### src/hdl/vdet_defines.svh
`ifndef VDET_DEFINES_SVH
`define VDET_DEFINES_SVH

// ----------------------------------------------------------------
// Register offsets
// ----------------------------------------------------------------
`define VDET_OFS_CTRL 8'h00
`define VDET_OFS_IRQ_STATUS 8'h01
`define VDET_OFS_IRQ_MASK 8'h02
`define VDET_OFS_IRQ_SET 8'h03

// ----------------------------------------------------------------
// Field positions and reset values
// ----------------------------------------------------------------
`define VDET_BIT_STATUS 5
`define VDET_BIT_ENABLE 4
`define VDET_THR_MSB 2
`define VDET_BIT_FLAG 0
`define VDET_CTRL_RESET 8'h00
`define VDET_IRQ_RESET 1'h0

// ----------------------------------------------------------------
// Trip levels in millivolts, indexed by the threshold code
// ----------------------------------------------------------------
`define VDET_MV_0 12'h76C
`define VDET_MV_1 12'h7D0
`define VDET_MV_2 12'h898
`define VDET_MV_3 12'h960
`define VDET_MV_4 12'hAF0
`define VDET_MV_5 12'hB54
`define VDET_MV_6 12'hBB8
`define VDET_MV_7 12'hCE4

// ----------------------------------------------------------------
// Timing
// ----------------------------------------------------------------
`define VDET_CLK_PERIOD_PS 8000
`define VDET_IRQ_DELAY_NS 15000
`define VDET_IRQ_DELAY_CYC \
	((`VDET_IRQ_DELAY_NS * 1000 + `VDET_CLK_PERIOD_PS - 1) / \
	`VDET_CLK_PERIOD_PS)

`endif

### src/hdl/vdet_pkg.sv
package vdet_pkg;

	// ----------------------------------------------------------------
	// Register bus request
	// ----------------------------------------------------------------
	typedef struct packed {
		logic [7:0] addr;
		logic [7:0] wdata;
		logic wr;
		logic rd;
	} vdet_bus_req_type;

	// ----------------------------------------------------------------
	// Controls toward the analog comparator and reference
	// ----------------------------------------------------------------
	typedef struct packed {
		logic power;
		logic [2:0] threshold_select;
	} vdet_ana_type;

	typedef enum logic [1:0] {
		ST_WAIT,
		ST_COUNT,
		ST_DONE
	} vdet_dly_state_type;

endpackage : vdet_pkg

### src/hdl/vdet_ctrl.sv
`timescale 1ns/1ps
`include "vdet_defines.svh"
module vdet_ctrl #(
	parameter int IRQ_DELAY_CYC = `VDET_IRQ_DELAY_CYC
) (
	input wire logic clk_i,
	input wire logic rst_n_i,
	input wire logic ce_i,
	input wire vdet_pkg::vdet_bus_req_type bus_i,
	output logic [7:0] rdata_o,
	input wire logic cmp_low_i,
	input wire logic idle_i,
	output vdet_pkg::vdet_ana_type ana_o,
	output logic [11:0] threshold_mv_o,
	output logic low_supply_status_o,
	output logic irq_o,
	output logic wake_o
);
	import vdet_pkg::*;

	// ----------------------------------------------------------------
	// Address decode
	// ----------------------------------------------------------------
	logic sel_ctrl, sel_status, sel_mask, sel_set;
	logic wr_en, rd_en;

	always_comb
	begin
		sel_ctrl = bus_i.addr == `VDET_OFS_CTRL;
		sel_status = bus_i.addr == `VDET_OFS_IRQ_STATUS;
		sel_mask = bus_i.addr == `VDET_OFS_IRQ_MASK;
		sel_set = bus_i.addr == `VDET_OFS_IRQ_SET;
		wr_en = ce_i && bus_i.wr;
		rd_en = ce_i && bus_i.rd;
	end

	// ----------------------------------------------------------------
	// Control register
	// ----------------------------------------------------------------
	logic enable_ff, nxt_enable;
	logic [2:0] thr_ff, nxt_thr;
	logic [11:0] mv_ff, nxt_mv;

	function automatic logic [11:0] level_mv(input logic [2:0] code);
		logic [11:0] mv;
		unique case (code)
			3'h0: mv = `VDET_MV_0;
			3'h1: mv = `VDET_MV_1;
			3'h2: mv = `VDET_MV_2;
			3'h3: mv = `VDET_MV_3;
			3'h4: mv = `VDET_MV_4;
			3'h5: mv = `VDET_MV_5;
			3'h6: mv = `VDET_MV_6;
			3'h7: mv = `VDET_MV_7;
		endcase
		return mv;
	endfunction : level_mv

	// Bits 7, 6, 5 and 3 of a write have no storage and are dropped.
	always_comb
	begin
		nxt_enable = enable_ff;
		nxt_thr = thr_ff;
		if (wr_en && sel_ctrl)
		begin
			nxt_enable = bus_i.wdata[`VDET_BIT_ENABLE];
			nxt_thr = bus_i.wdata[`VDET_THR_MSB:0];
		end
		nxt_mv = level_mv(nxt_thr);
	end

	always_ff @(posedge clk_i)
	begin
		if (!rst_n_i)
		begin
			enable_ff <= 1'(`VDET_CTRL_RESET >> `VDET_BIT_ENABLE);
			thr_ff <= 3'h0;
			mv_ff <= `VDET_MV_0;
		end
		else
		begin
			enable_ff <= nxt_enable;
			thr_ff <= nxt_thr;
			mv_ff <= nxt_mv;
		end
	end

	// ----------------------------------------------------------------
	// Comparator path
	// ----------------------------------------------------------------
	logic cmp_sync;
	logic status_ff, nxt_status;
	logic fire;

	vdet_sync #(
		.WIDTH(1)
	) u_sync (
		.clk_i(clk_i),
		.rst_n_i(rst_n_i),
		.ce_i(ce_i),
		.async_i(cmp_low_i),
		.sync_o(cmp_sync)
	);

	// Idle is deliberately not an input here: the detector must keep
	// comparing through idle, otherwise it could never wake the core.
	always_comb
	begin
		nxt_status = status_ff;
		if (ce_i)
			nxt_status = enable_ff && cmp_sync;
	end

	always_ff @(posedge clk_i)
	begin
		if (!rst_n_i)
			status_ff <= 1'h0;
		else
			status_ff <= nxt_status;
	end

	vdet_delay #(
		.CYCLES(IRQ_DELAY_CYC)
	) u_delay (
		.clk_i(clk_i),
		.rst_n_i(rst_n_i),
		.ce_i(ce_i),
		.run_i(status_ff),
		.fire_o(fire)
	);

	// ----------------------------------------------------------------
	// Request flag, mask, interrupt and wake-up
	// ----------------------------------------------------------------
	logic flag_ff, nxt_flag;
	logic mask_ff, nxt_mask;
	logic irq_ff, nxt_irq;
	logic wake_ff, nxt_wake;
	logic flag_clr, flag_set;

	// A hardware or software set in the same cycle as a clear wins.
	always_comb
	begin
		flag_clr = wr_en && sel_status && bus_i.wdata[`VDET_BIT_FLAG];
		flag_set = (ce_i && fire) ||
			(wr_en && sel_set && bus_i.wdata[`VDET_BIT_FLAG]);
		nxt_flag = (flag_ff && !flag_clr) || flag_set;
		nxt_mask = mask_ff;
		if (wr_en && sel_mask)
			nxt_mask = bus_i.wdata[`VDET_BIT_FLAG];
		nxt_irq = ce_i ? (nxt_flag && nxt_mask) : irq_ff;
		nxt_wake = wake_ff;
		if (ce_i)
			nxt_wake = nxt_flag && !flag_ff && idle_i;
	end

	always_ff @(posedge clk_i)
	begin
		if (!rst_n_i)
		begin
			flag_ff <= `VDET_IRQ_RESET;
			mask_ff <= `VDET_IRQ_RESET;
			irq_ff <= 1'h0;
			wake_ff <= 1'h0;
		end
		else
		begin
			flag_ff <= nxt_flag;
			mask_ff <= nxt_mask;
			irq_ff <= nxt_irq;
			wake_ff <= nxt_wake;
		end
	end

	// ----------------------------------------------------------------
	// Read data
	// ----------------------------------------------------------------
	logic [7:0] rdata_ff, nxt_rdata;

	// Unmapped addresses read as zero; data stand for one enabled cycle only and hold while ce_i is low.
	always_comb
	begin
		nxt_rdata = 8'h00;
		if (!ce_i)
			nxt_rdata = rdata_ff;
		else if (rd_en)
		begin
			if (sel_ctrl)
				nxt_rdata = {2'h0, status_ff, enable_ff, 1'h0, thr_ff};
			else if (sel_status)
				nxt_rdata = {7'h00, flag_ff};
			else if (sel_mask)
				nxt_rdata = {7'h00, mask_ff};
		end
	end

	always_ff @(posedge clk_i)
	begin
		if (!rst_n_i)
			rdata_ff <= 8'h00;
		else
			rdata_ff <= nxt_rdata;
	end

	assign rdata_o = rdata_ff;
	assign ana_o = '{power: enable_ff, threshold_select: thr_ff};
	assign threshold_mv_o = mv_ff;
	assign low_supply_status_o = status_ff;
	assign irq_o = irq_ff;
	assign wake_o = wake_ff;
endmodule : vdet_ctrl

### src/hdl/vdet_sync.sv
`timescale 1ns/1ps
module vdet_sync #(
	parameter int WIDTH = 1
) (
	input wire logic clk_i,
	input wire logic rst_n_i,
	input wire logic ce_i,
	input wire logic [WIDTH-1:0] async_i,
	output logic [WIDTH-1:0] sync_o
);
	import vdet_pkg::*;

	generate
		if (WIDTH < 1)
		begin : g_chk
			$error("vdet_sync: WIDTH must be at least 1");
		end
		for (genvar i = 0; i < WIDTH; i++)
		begin : g_bit
			logic meta_ff, sync_ff, nxt_meta, nxt_sync;
			always_comb
			begin
				nxt_meta = ce_i ? async_i[i] : meta_ff;
				nxt_sync = ce_i ? meta_ff : sync_ff;
			end
			always_ff @(posedge clk_i)
			begin
				if (!rst_n_i)
				begin
					meta_ff <= 1'h0;
					sync_ff <= 1'h0;
				end
				else
				begin
					meta_ff <= nxt_meta;
					sync_ff <= nxt_sync;
				end
			end
			assign sync_o[i] = sync_ff;
		end
	endgenerate

endmodule : vdet_sync

### src/hdl/vdet_delay.sv
`timescale 1ns/1ps
module vdet_delay #(
	parameter int CYCLES = 1875
) (
	input wire logic clk_i,
	input wire logic rst_n_i,
	input wire logic ce_i,
	input wire logic run_i,
	output logic fire_o
);
	import vdet_pkg::*;

	generate
		if (CYCLES < 1 || CYCLES > 65535)
		begin : g_chk
			$error("vdet_delay: CYCLES must be 1 to 65535");
		end
	endgenerate

	localparam logic [15:0] LAST = 16'(CYCLES - 1);

	vdet_dly_state_type state_ff, nxt_state;
	logic [15:0] cnt_ff, nxt_cnt;
	logic fire_ff, nxt_fire;

	// One pulse per low-supply episode; a glitch-free rearm needs run low.
	always_comb
	begin
		nxt_state = state_ff;
		nxt_cnt = cnt_ff;
		nxt_fire = 1'h0;
		if (!ce_i)
			nxt_fire = fire_ff;
		else if (!run_i)
		begin
			nxt_state = ST_WAIT;
			nxt_cnt = 16'h0000;
		end
		else
		begin
			unique case (state_ff)
				ST_WAIT, ST_COUNT:
				begin
					if (cnt_ff == LAST)
					begin
						nxt_fire = 1'h1;
						nxt_state = ST_DONE;
					end
					else
					begin
						nxt_cnt = cnt_ff + 16'h0001;
						nxt_state = ST_COUNT;
					end
				end
				ST_DONE:
					nxt_state = ST_DONE;
			endcase
		end
	end

	always_ff @(posedge clk_i)
	begin
		if (!rst_n_i)
		begin
			state_ff <= ST_WAIT;
			cnt_ff <= 16'h0000;
			fire_ff <= 1'h0;
		end
		else
		begin
			state_ff <= nxt_state;
			cnt_ff <= nxt_cnt;
			fire_ff <= nxt_fire;
		end
	end

	assign fire_o = fire_ff;
endmodule : vdet_delay

### config.mk
export PLATFORM = sky130hd
export DESIGN_NAME = vdet_ctrl
export DESIGN_NICKNAME = d
export VERILOG_FILES = /design/src/hdl/vdet_pkg.sv /design/src/hdl/vdet_ctrl.sv /design/src/hdl/vdet_sync.sv /design/src/hdl/vdet_delay.sv
export VERILOG_INCLUDE_DIRS = /design/src /design/src/hdl
export SDC_FILE = /design/constraint.sdc
export NUM_CORES = 1
export LEC_CHECK = 0
export BUFFER_PORTS_ARGS = -buffer_cell sky130_fd_sc_hd__buf_2
export CAP_MARGIN = 25
export CELL_PAD_IN_SITES_DETAIL_PLACEMENT = 1
export CELL_PAD_IN_SITES_GLOBAL_PLACEMENT = 1
export CORE_ASPECT_RATIO = 0.6
export CORE_MARGIN = 3
export CORE_UTILIZATION = 43
export CTS_CLUSTER_DIAMETER = 30
export DETAILED_ROUTE_END_ITERATION = 7
export PLACE_DENSITY = 0.88
export SLEW_MARGIN = 5
export SYNTH_ARGS = -nofsm -noshare
export SYNTH_HDL_FRONTEND = slang
export SYNTH_SLANG_ARGS = --single-unit
export TNS_END_PERCENT = 1
### constraint.sdc
create_clock -name clk_i -period 3 [get_ports clk_i]
set_input_delay 0.3 -clock clk_i [delete_from_list [all_inputs] [get_ports clk_i]]
set_output_delay 0.3 -clock clk_i [all_outputs]
set_load 0.02 [all_outputs]
==> results_dict.tcl, run 1 <==
set metrics [dict create \
    fin_skew_ns 0.00651 \
    die_h_um 61.5 \
    core_um2 4750 \
    leakage_nw 1.02 \
    io_pins 50 \
    cts_tree "done" \
    place_ws_ns 0.561 \
    cp_slowest_cell "a2111oi_0" \
    total_power_mw 1.07 \
    tightest_slew_ns 0.651 \
    hold_depth 3 \
    clock_latency_ns 0.31 \
    htreeDepth 2 \
    syn_to_final_growth_pct 13.9 \
    start_util_pct 46.4 \
    post-dp-hpwl_mm 4.61 \
    critPathLaunchType "input port" \
    critPathMaxFanout 4 \
    drc_errors 0 \
    synth_edf_count 0 \
    min_period_over_period_pct 71.6 \
    syn-instance-count 251 \
    fp.dieW_um 98.5 \
    cts_buffers 5 \
    cp_top_family "simple AND/OR/NAND/NOR gates" \
    wire_per_inst_um 17.6 \
    synth-async-reset-ratio_pct 0 \
    globalplace.congestion 0.777 \
    via_per_inst 5.86 \
    ys_ff_latch 45 \
    status "complete, no violations" \
    critPathKind "input port to flip-flop" \
    synth-seq-area-share_pct 40.8 \
    slew_headroom_pct 56.6 \
    min_from "cmp_low_i" \
    crit_required_ns 3.17 \
    dr.pass1.iters 5 \
    die_area_um2 6050 \
    timing.rr.end "u_delay.cnt_ff[6]" \
    ys_types 50 \
    regToRegStartpoint "u_delay.cnt_ff[0]" \
    vdd_ir_drop_max_v 0.000170 \
    portBuffers 40 \
    grt.overflow.total 0 \
    synth_warnings 0 \
    holdBufCountCts 0 \
    final_util_pct 52.8 \
    yosys_most_used_dff "dfxtp_1" \
    finalMaxSlewViolations 0 \
    ant_nets 0 \
    track_usage_pct 22.1 \
    path_cells "buf_2 -> nor4_2 -> nand4_2 -> mux2i_1 -> inv_1 -> ha_1 -> nor3b_1 -> a2111oi_0" \
    std_cell_rows 19 \
    cp.arrival_ns 2.32 \
    routed_wl_mm 6.14 \
    clockBufferDepth 2 \
    r2r_cells 6 \
    grt_pass1_wl_mm 10.5 \
    layout-drive-gt1-share_pct 21.0 \
    clock.fmax_mhz 465 \
    diodes 0 \
    tns_ns 0 \
    worstSetupEndpointType "flip-flop" \
    antenna_found_initial 0 \
    post-cts-setup-buffer-count 0 \
    finalHoldViolCount 0 \
    rrSetupSlack_ns 1.09 \
    min_path_type "input port to flip-flop" \
    cap_violations 0 \
    clkSlewWorstSetupHoldPaths_ns 0.09 \
    syn_area_um2 2210 \
    grt_max_degree 22 \
    critPathMaxStageDelay_ns 0.42 \
    drt_first_iter_violations 129 \
    setup_viol 0 \
    setup_slack_ns 0.851 \
    holdPathEnd "u_sync.g_bit[0].meta_ff" \
    avgSynthCellArea_um2 8.79 \
    path_buf_inv 2 \
    nNetsFinal 311 \
    vias 2044 \
    grt_pass1_vias 2025 \
    cts_sinks 45 \
    clock-root-buffer "clkbuf_8" \
    layout_min_cycle_time_ns 2.15 \
    cts_resized 0 \
    power_density_nw_per_um2 427 \
    rsz0062_at_grt "false" \
]
[cell type report]
cell class / instances / area [um2]
Clock buffer: 6 / 82.6
Clock inverter: 2 / 13.8
Fill cell: 572 / 2240
Inverter: 9 / 33.8
Multi-Input combinational cell: 182 / 1190
Sequential cell: 45 / 901
Tap cell: 63 / 78.8
Timing Repair Buffer: 42 / 215
[power by group]
group	switching (mW)	total, mW	internal, mW
logic	0.0459	0.0652	0.0193
registers	0.00112	0.600	0.599
clock network	0.220	0.407	0.187
total	0.267	1.07	0.805
[metal layers]
metal	vias to the layer above	global-route usage, %	wire, um
met1	1003	32.7	2970
met2	69	32.7	2620
met5	-	0	0
met3	8	4.52	480
met4	0	6.23	57
li1	964	-	-
[registers in the layout (all words and copies together), names as in the netlist]
signal	cells
mask_ff	1
low_supply_status_o	1
u_sync.g_bit.meta_ff	1
wake_o	1
u_delay.fire_o	1
enable_ff	1
threshold_mv_o	10
thr_ff	3
flag_ff	1
u_delay.state_ff	2
u_sync.sync_o	1
rdata_o	5
u_delay.cnt_ff	16
irq_o	1
[worst max-delay path by stage]
stage	cells past startpoint	slack, ns	end	startpoint
finish	8	0.85	threshold_mv_o[7]	bus_i[17]
global route	8	0.60	threshold_mv_o[7]	bus_i[17]
CTS	8	0.82	threshold_mv_o[7]	bus_i[17]
detailed placement	8	0.56	threshold_mv_o[7]	bus_i[17]
global placement	7	0.69	threshold_mv_o[7]	bus_i[17]
floorplan	7	0.94	threshold_mv_o[7]	ce_i
[placed cells by master, fill, tap and decap left out, drive strengths merged, types with 2 or more instances in the layout]
| master | count |
|---|---|
| o211ai | 5 |
| a21oi | 18 |
| nor4 | 2 |
| buf | 42 |
| or3 | 7 |
| nor3b | 4 |
| and4 | 3 |
| or4 | 5 |
| ha | 3 |
| dfxtp | 45 |
| mux2 | 5 |
| o211a | 2 |
| and3 | 3 |
| nand2 | 18 |
| a32oi | 2 |
| clkbuf | 6 |
| nor3 | 4 |
| nor4b | 4 |
| a22oi | 5 |
| nor2 | 22 |
| o21ai | 10 |
| nand3 | 6 |
| nand2b | 4 |
| and2 | 4 |
| o31ai | 4 |
| conb | 5 |
| xnor2 | 4 |
| inv | 8 |
| mux2i | 11 |
| clkinv | 3 |
| nand4 | 11 |
[logic make-up (layout without fill, tap and decap cells)]
family	count (synthesis)	count (layout)	share of synthesized area (%)
buffers and inverters	28	59	6.01
DFF	45	45	40.8
xor gates and xnor gates	5	5	1.99
muxes	16	16	7.71
adders and majority gates	3	3	1.70
AOI/OAI and AO/OA	52	52	15.1
and+or+nand+nor	101	101	26.4
other	1	5	0.170
[stage by stage]
step	instances	cell area, um2	hold WS, ns
final	349	2510	0.227
after global routing	349	2510	0.268
after CTS	349	2510	0.234
after detailed placement	341	2420	0.474
after global placement	341	2420	0.458
after floorplan	255	2220	0.444
[cell usage after synthesis, drive strengths merged, types with 2 or more instances]
library cell | n | area share [%]
or3 | 7 | 2.0
nand2 | 18 | 3.1
nand2b | 4 | 1.1
a22oi | 5 | 1.7
ha | 3 | 1.7
mux2i | 11 | 5.2
a32oi | 2 | 0.79
clkbuf | 10 | 1.7
a21oi | 18 | 4.1
nand3 | 6 | 1.4
o211a | 2 | 0.91
mux2 | 5 | 2.6
xnor2 | 4 | 1.6
and2 | 4 | 1.1
or4 | 5 | 1.9
nor4 | 2 | 0.85
buf | 9 | 2.8
o31ai | 4 | 1.4
inv | 8 | 1.4
nand4 | 11 | 3.4
o21ai | 10 | 2.3
nor3b | 4 | 1.4
nor4b | 4 | 2.3
and3 | 3 | 0.85
dfxtp | 45 | 41
o211ai | 5 | 1.7
nor3 | 4 | 0.91
nor2 | 22 | 3.7
and4 | 3 | 1.2
[worst register-to-register path: stages (launching register included)]
cell	delay [ns]
dfxtp_1	0.43
inv_1	0.08
ha_1	0.20
nor4b_1	0.14
and4_1	0.28
or4_1	0.54
a21oi_1	0.15
No activity file was read; power rests on OpenSTA's default activity.
==> inputs of run 2 (changes only) <==
Settings changed: ABC_AREA from default to 1, CORE_UTILIZATION 43 to 35, PLACE_DENSITY 0.88 to 0.8.
Clock period 3 ns to 1.8 ns, I/O delays scaled along.
==> run 2 against run 1 <==
Critical path depth did not move. Largest cell class unchanged. Critical path type is now flip-flop to flip-flop. Worst setup slack worse by 0.66 ns. Sequential power grew 67%. Global-route usage decreased by 3.5 points.
==> results_dict.tcl, run 2 <==
set metrics [dict create \
    critPathLaunchType "flip-flop" \
    vias 2345 \
    dr.pass1.iters 4 \
    fill_cells 846 \
    final_cell_mix "nand2_1, dfxtp_1, buf_2" \
    std_cell_rows 22 \
    track_usage_pct 18.6 \
    cp_slowest_cell "dfxtp_1" \
    drt_first_iter_violations 106 \
    final_common_cell "nand2_1" \
    status "complete, no violations" \
    critPathMaxFanout 5 \
    grt_max_degree 21 \
    seq_area_um2 901 \
    start_util_pct 37.4 \
    ant_nets 0 \
    tns_ns 0 \
    yosys_most_used_dff "dfxtp_1" \
    avgSynthCellArea_um2 7.02 \
    synth-async-reset-ratio_pct 0 \
    htreeDepth 2 \
    multi_input_area_um2 1260 \
    routed_wl_mm 7.09 \
    critPathMaxStageDelay_ns 0.42 \
    cp-startpoint "u_delay.cnt_ff[1]" \
    post-dp-hpwl_mm 5.40 \
    die_area_um2 7790 \
    ys_ff_latch 45 \
    portBuffers 40 \
    setup_viol 0 \
    drc_errors 0 \
    largest_register "u_delay.cnt_ff" \
    design_area_um2 2800 \
    vdd_ir_drop_max_v 0.000297 \
    clock-root-buffer "clkbuf_8" \
    syn_to_final_growth_pct 18.7 \
    regToRegStartpoint "u_delay.cnt_ff[1]" \
    cts_buffers 5 \
    clkSlewWorstSetupHoldPaths_ns 0.10 \
    cp.arrival_ns 1.85 \
    power_density_nw_per_um2 710 \
    ys_types 34 \
    min_from "cmp_low_i" \
    layout-drive-gt1-share_pct 23.8 \
    min_period_over_period_pct 89.4 \
    nNetsFinal 411 \
    clock.fmax_mhz 621 \
    rsz0062_at_grt "false" \
    via_per_inst 4.99 \
    layout_min_cycle_time_ns 1.61 \
    wire_per_inst_um 15.1 \
    path_cells "ha_1 -> nand2_1 -> nor2_2 -> nand2_1 -> xor2_1 -> nor2_1 -> nand2_1 -> a21oi_1" \
    cts_sinks 45 \
    antenna_found_initial 0 \
    clock_latency_ns 0.31 \
    finalMaxSlewViolations 0 \
    min_path_type "input port to flip-flop" \
    globalplace.congestion 0.855 \
    syn-instance-count 336 \
    fin_cells 470 \
    grt_pass1_vias 2366 \
    yosysMostFrequentCell "nand2_1" \
    synth_edf_count 0 \
    fp.dieW_um 112 \
    cap_violations 0 \
    syn_area_um2 2360 \
    yosysTopAreaCell "dfxtp_1" \
    core_um2 6300 \
    post-cts-setup-buffer-count 0 \
    critPathKind "flip-flop to flip-flop" \
    grt_pass1_wl_mm 11.7 \
    placed_cell_area_um2 2670 \
    worstSetupEndpointType "flip-flop" \
    synthTopCellsByArea "dfxtp_1, nand2_1, nand3_1" \
    synth_warnings 0 \
    synth-seq-area-share_pct 38.2 \
    cpMostUsedCell "nand2_1" \
    clockBufferDepth 2 \
    dpl.cell_count 462 \
    crit_required_ns 2.04 \
    cts_tree "done" \
    die_h_um 69.6 \
    yosys-top-cells-count "nand2_1, dfxtp_1, nand3_1, nor2_1, inv_1" \
    finalHoldViolCount 0 \
    largest_reg_flops 16 \
    io_pins 50 \
    leakage_nw 1.20 \
    grt.overflow.total 0 \
    diodes 0 \
    synth_top_area_share_pct 38.2 \
    fin_skew_ns 0.00404 \
]
run 2: where the power goes:
part / leakage [nW] / total [mW] / switching [mW] / internal [mW]
registers: 0.363 / 1.00 / 0.00356 / 1.00
logic: 0.773 / 0.156 / 0.109 / 0.0470
clock network: 0.0603 / 0.827 / 0.401 / 0.426
total: 1.20 / 1.99 / 0.513 / 1.47
run 2: worst max-delay path, delay by kind of cell (launching register included):
family	cells	cell delay, ns
xor gates and xnor gates	1	0.15
and+or+nand+nor	5	0.58
DFF	1	0.42
adders and majority gates	1	0.29
AOI/OAI and AO/OA	1	0.12
run 2: metrics by stage:
stage          util (%)  worst slack, ns  hold WS (ns)  total power [mW]
6_report           44.4            0.191        0.0926              1.99
5_1_grt            44.4           0.0465         0.118              2.07
4_1_cts            44.3           0.0935        0.0893              2.00
3_5_place_dp       42.4           0.0953         0.415              1.18
3_3_place_gp       42.4            0.153         0.404              1.18
2_1_floorplan         -            0.379         0.312              1.13
run 2: logic make-up after synthesis:
group                      share of synthesized area, %
AOI/OAI and AO/OA                                  9.55
other                                             0.159
xor gates and xnor gates                           1.49
and+or+nand+nor                                    39.6
DFF                                                38.2
adders and majority gates                          1.59
buffers and inverters                              9.44
run 2: path summary, 6_finish.rpt:
kind / endpoint / slack, ns / depth (start not counted)
min reg2reg: rdata_o[0] / 0.45 / 2
max reg2reg: u_delay.cnt_ff[8] / 0.19 / 8
min: u_sync.g_bit[0].meta_ff / 0.09 / 3
max: u_delay.cnt_ff[8] / 0.19 / 8
run 2: final cells by class:
class,instances,area share [%]
inverters,32,4.29
clock buffers,5,2.46
flip-flops and latches,45,32.2
well taps,84,3.75
clock inverters,3,1.79
multi-input cells,248,44.9
repair buffers,53,10.6
run 2: metal layers:
metal	GRT usage [%]	wire length [um]	up-vias	part of all wire, %
met3	3.75	370	8	5.2
li1	-	-	1167	-
met5	0	0	-	0
met1	27.9	3660	1107	52
met4	4.93	80	0	1.1
met2	26.8	2980	63	42
run 2: timing repair:
action / in CTS / in global routing
endpoints found under the hold margin: 0 / 0
hold buffers: 0 / 0
setup endpoints to repair: 0 / 3
gates resized for setup: 0 / 2
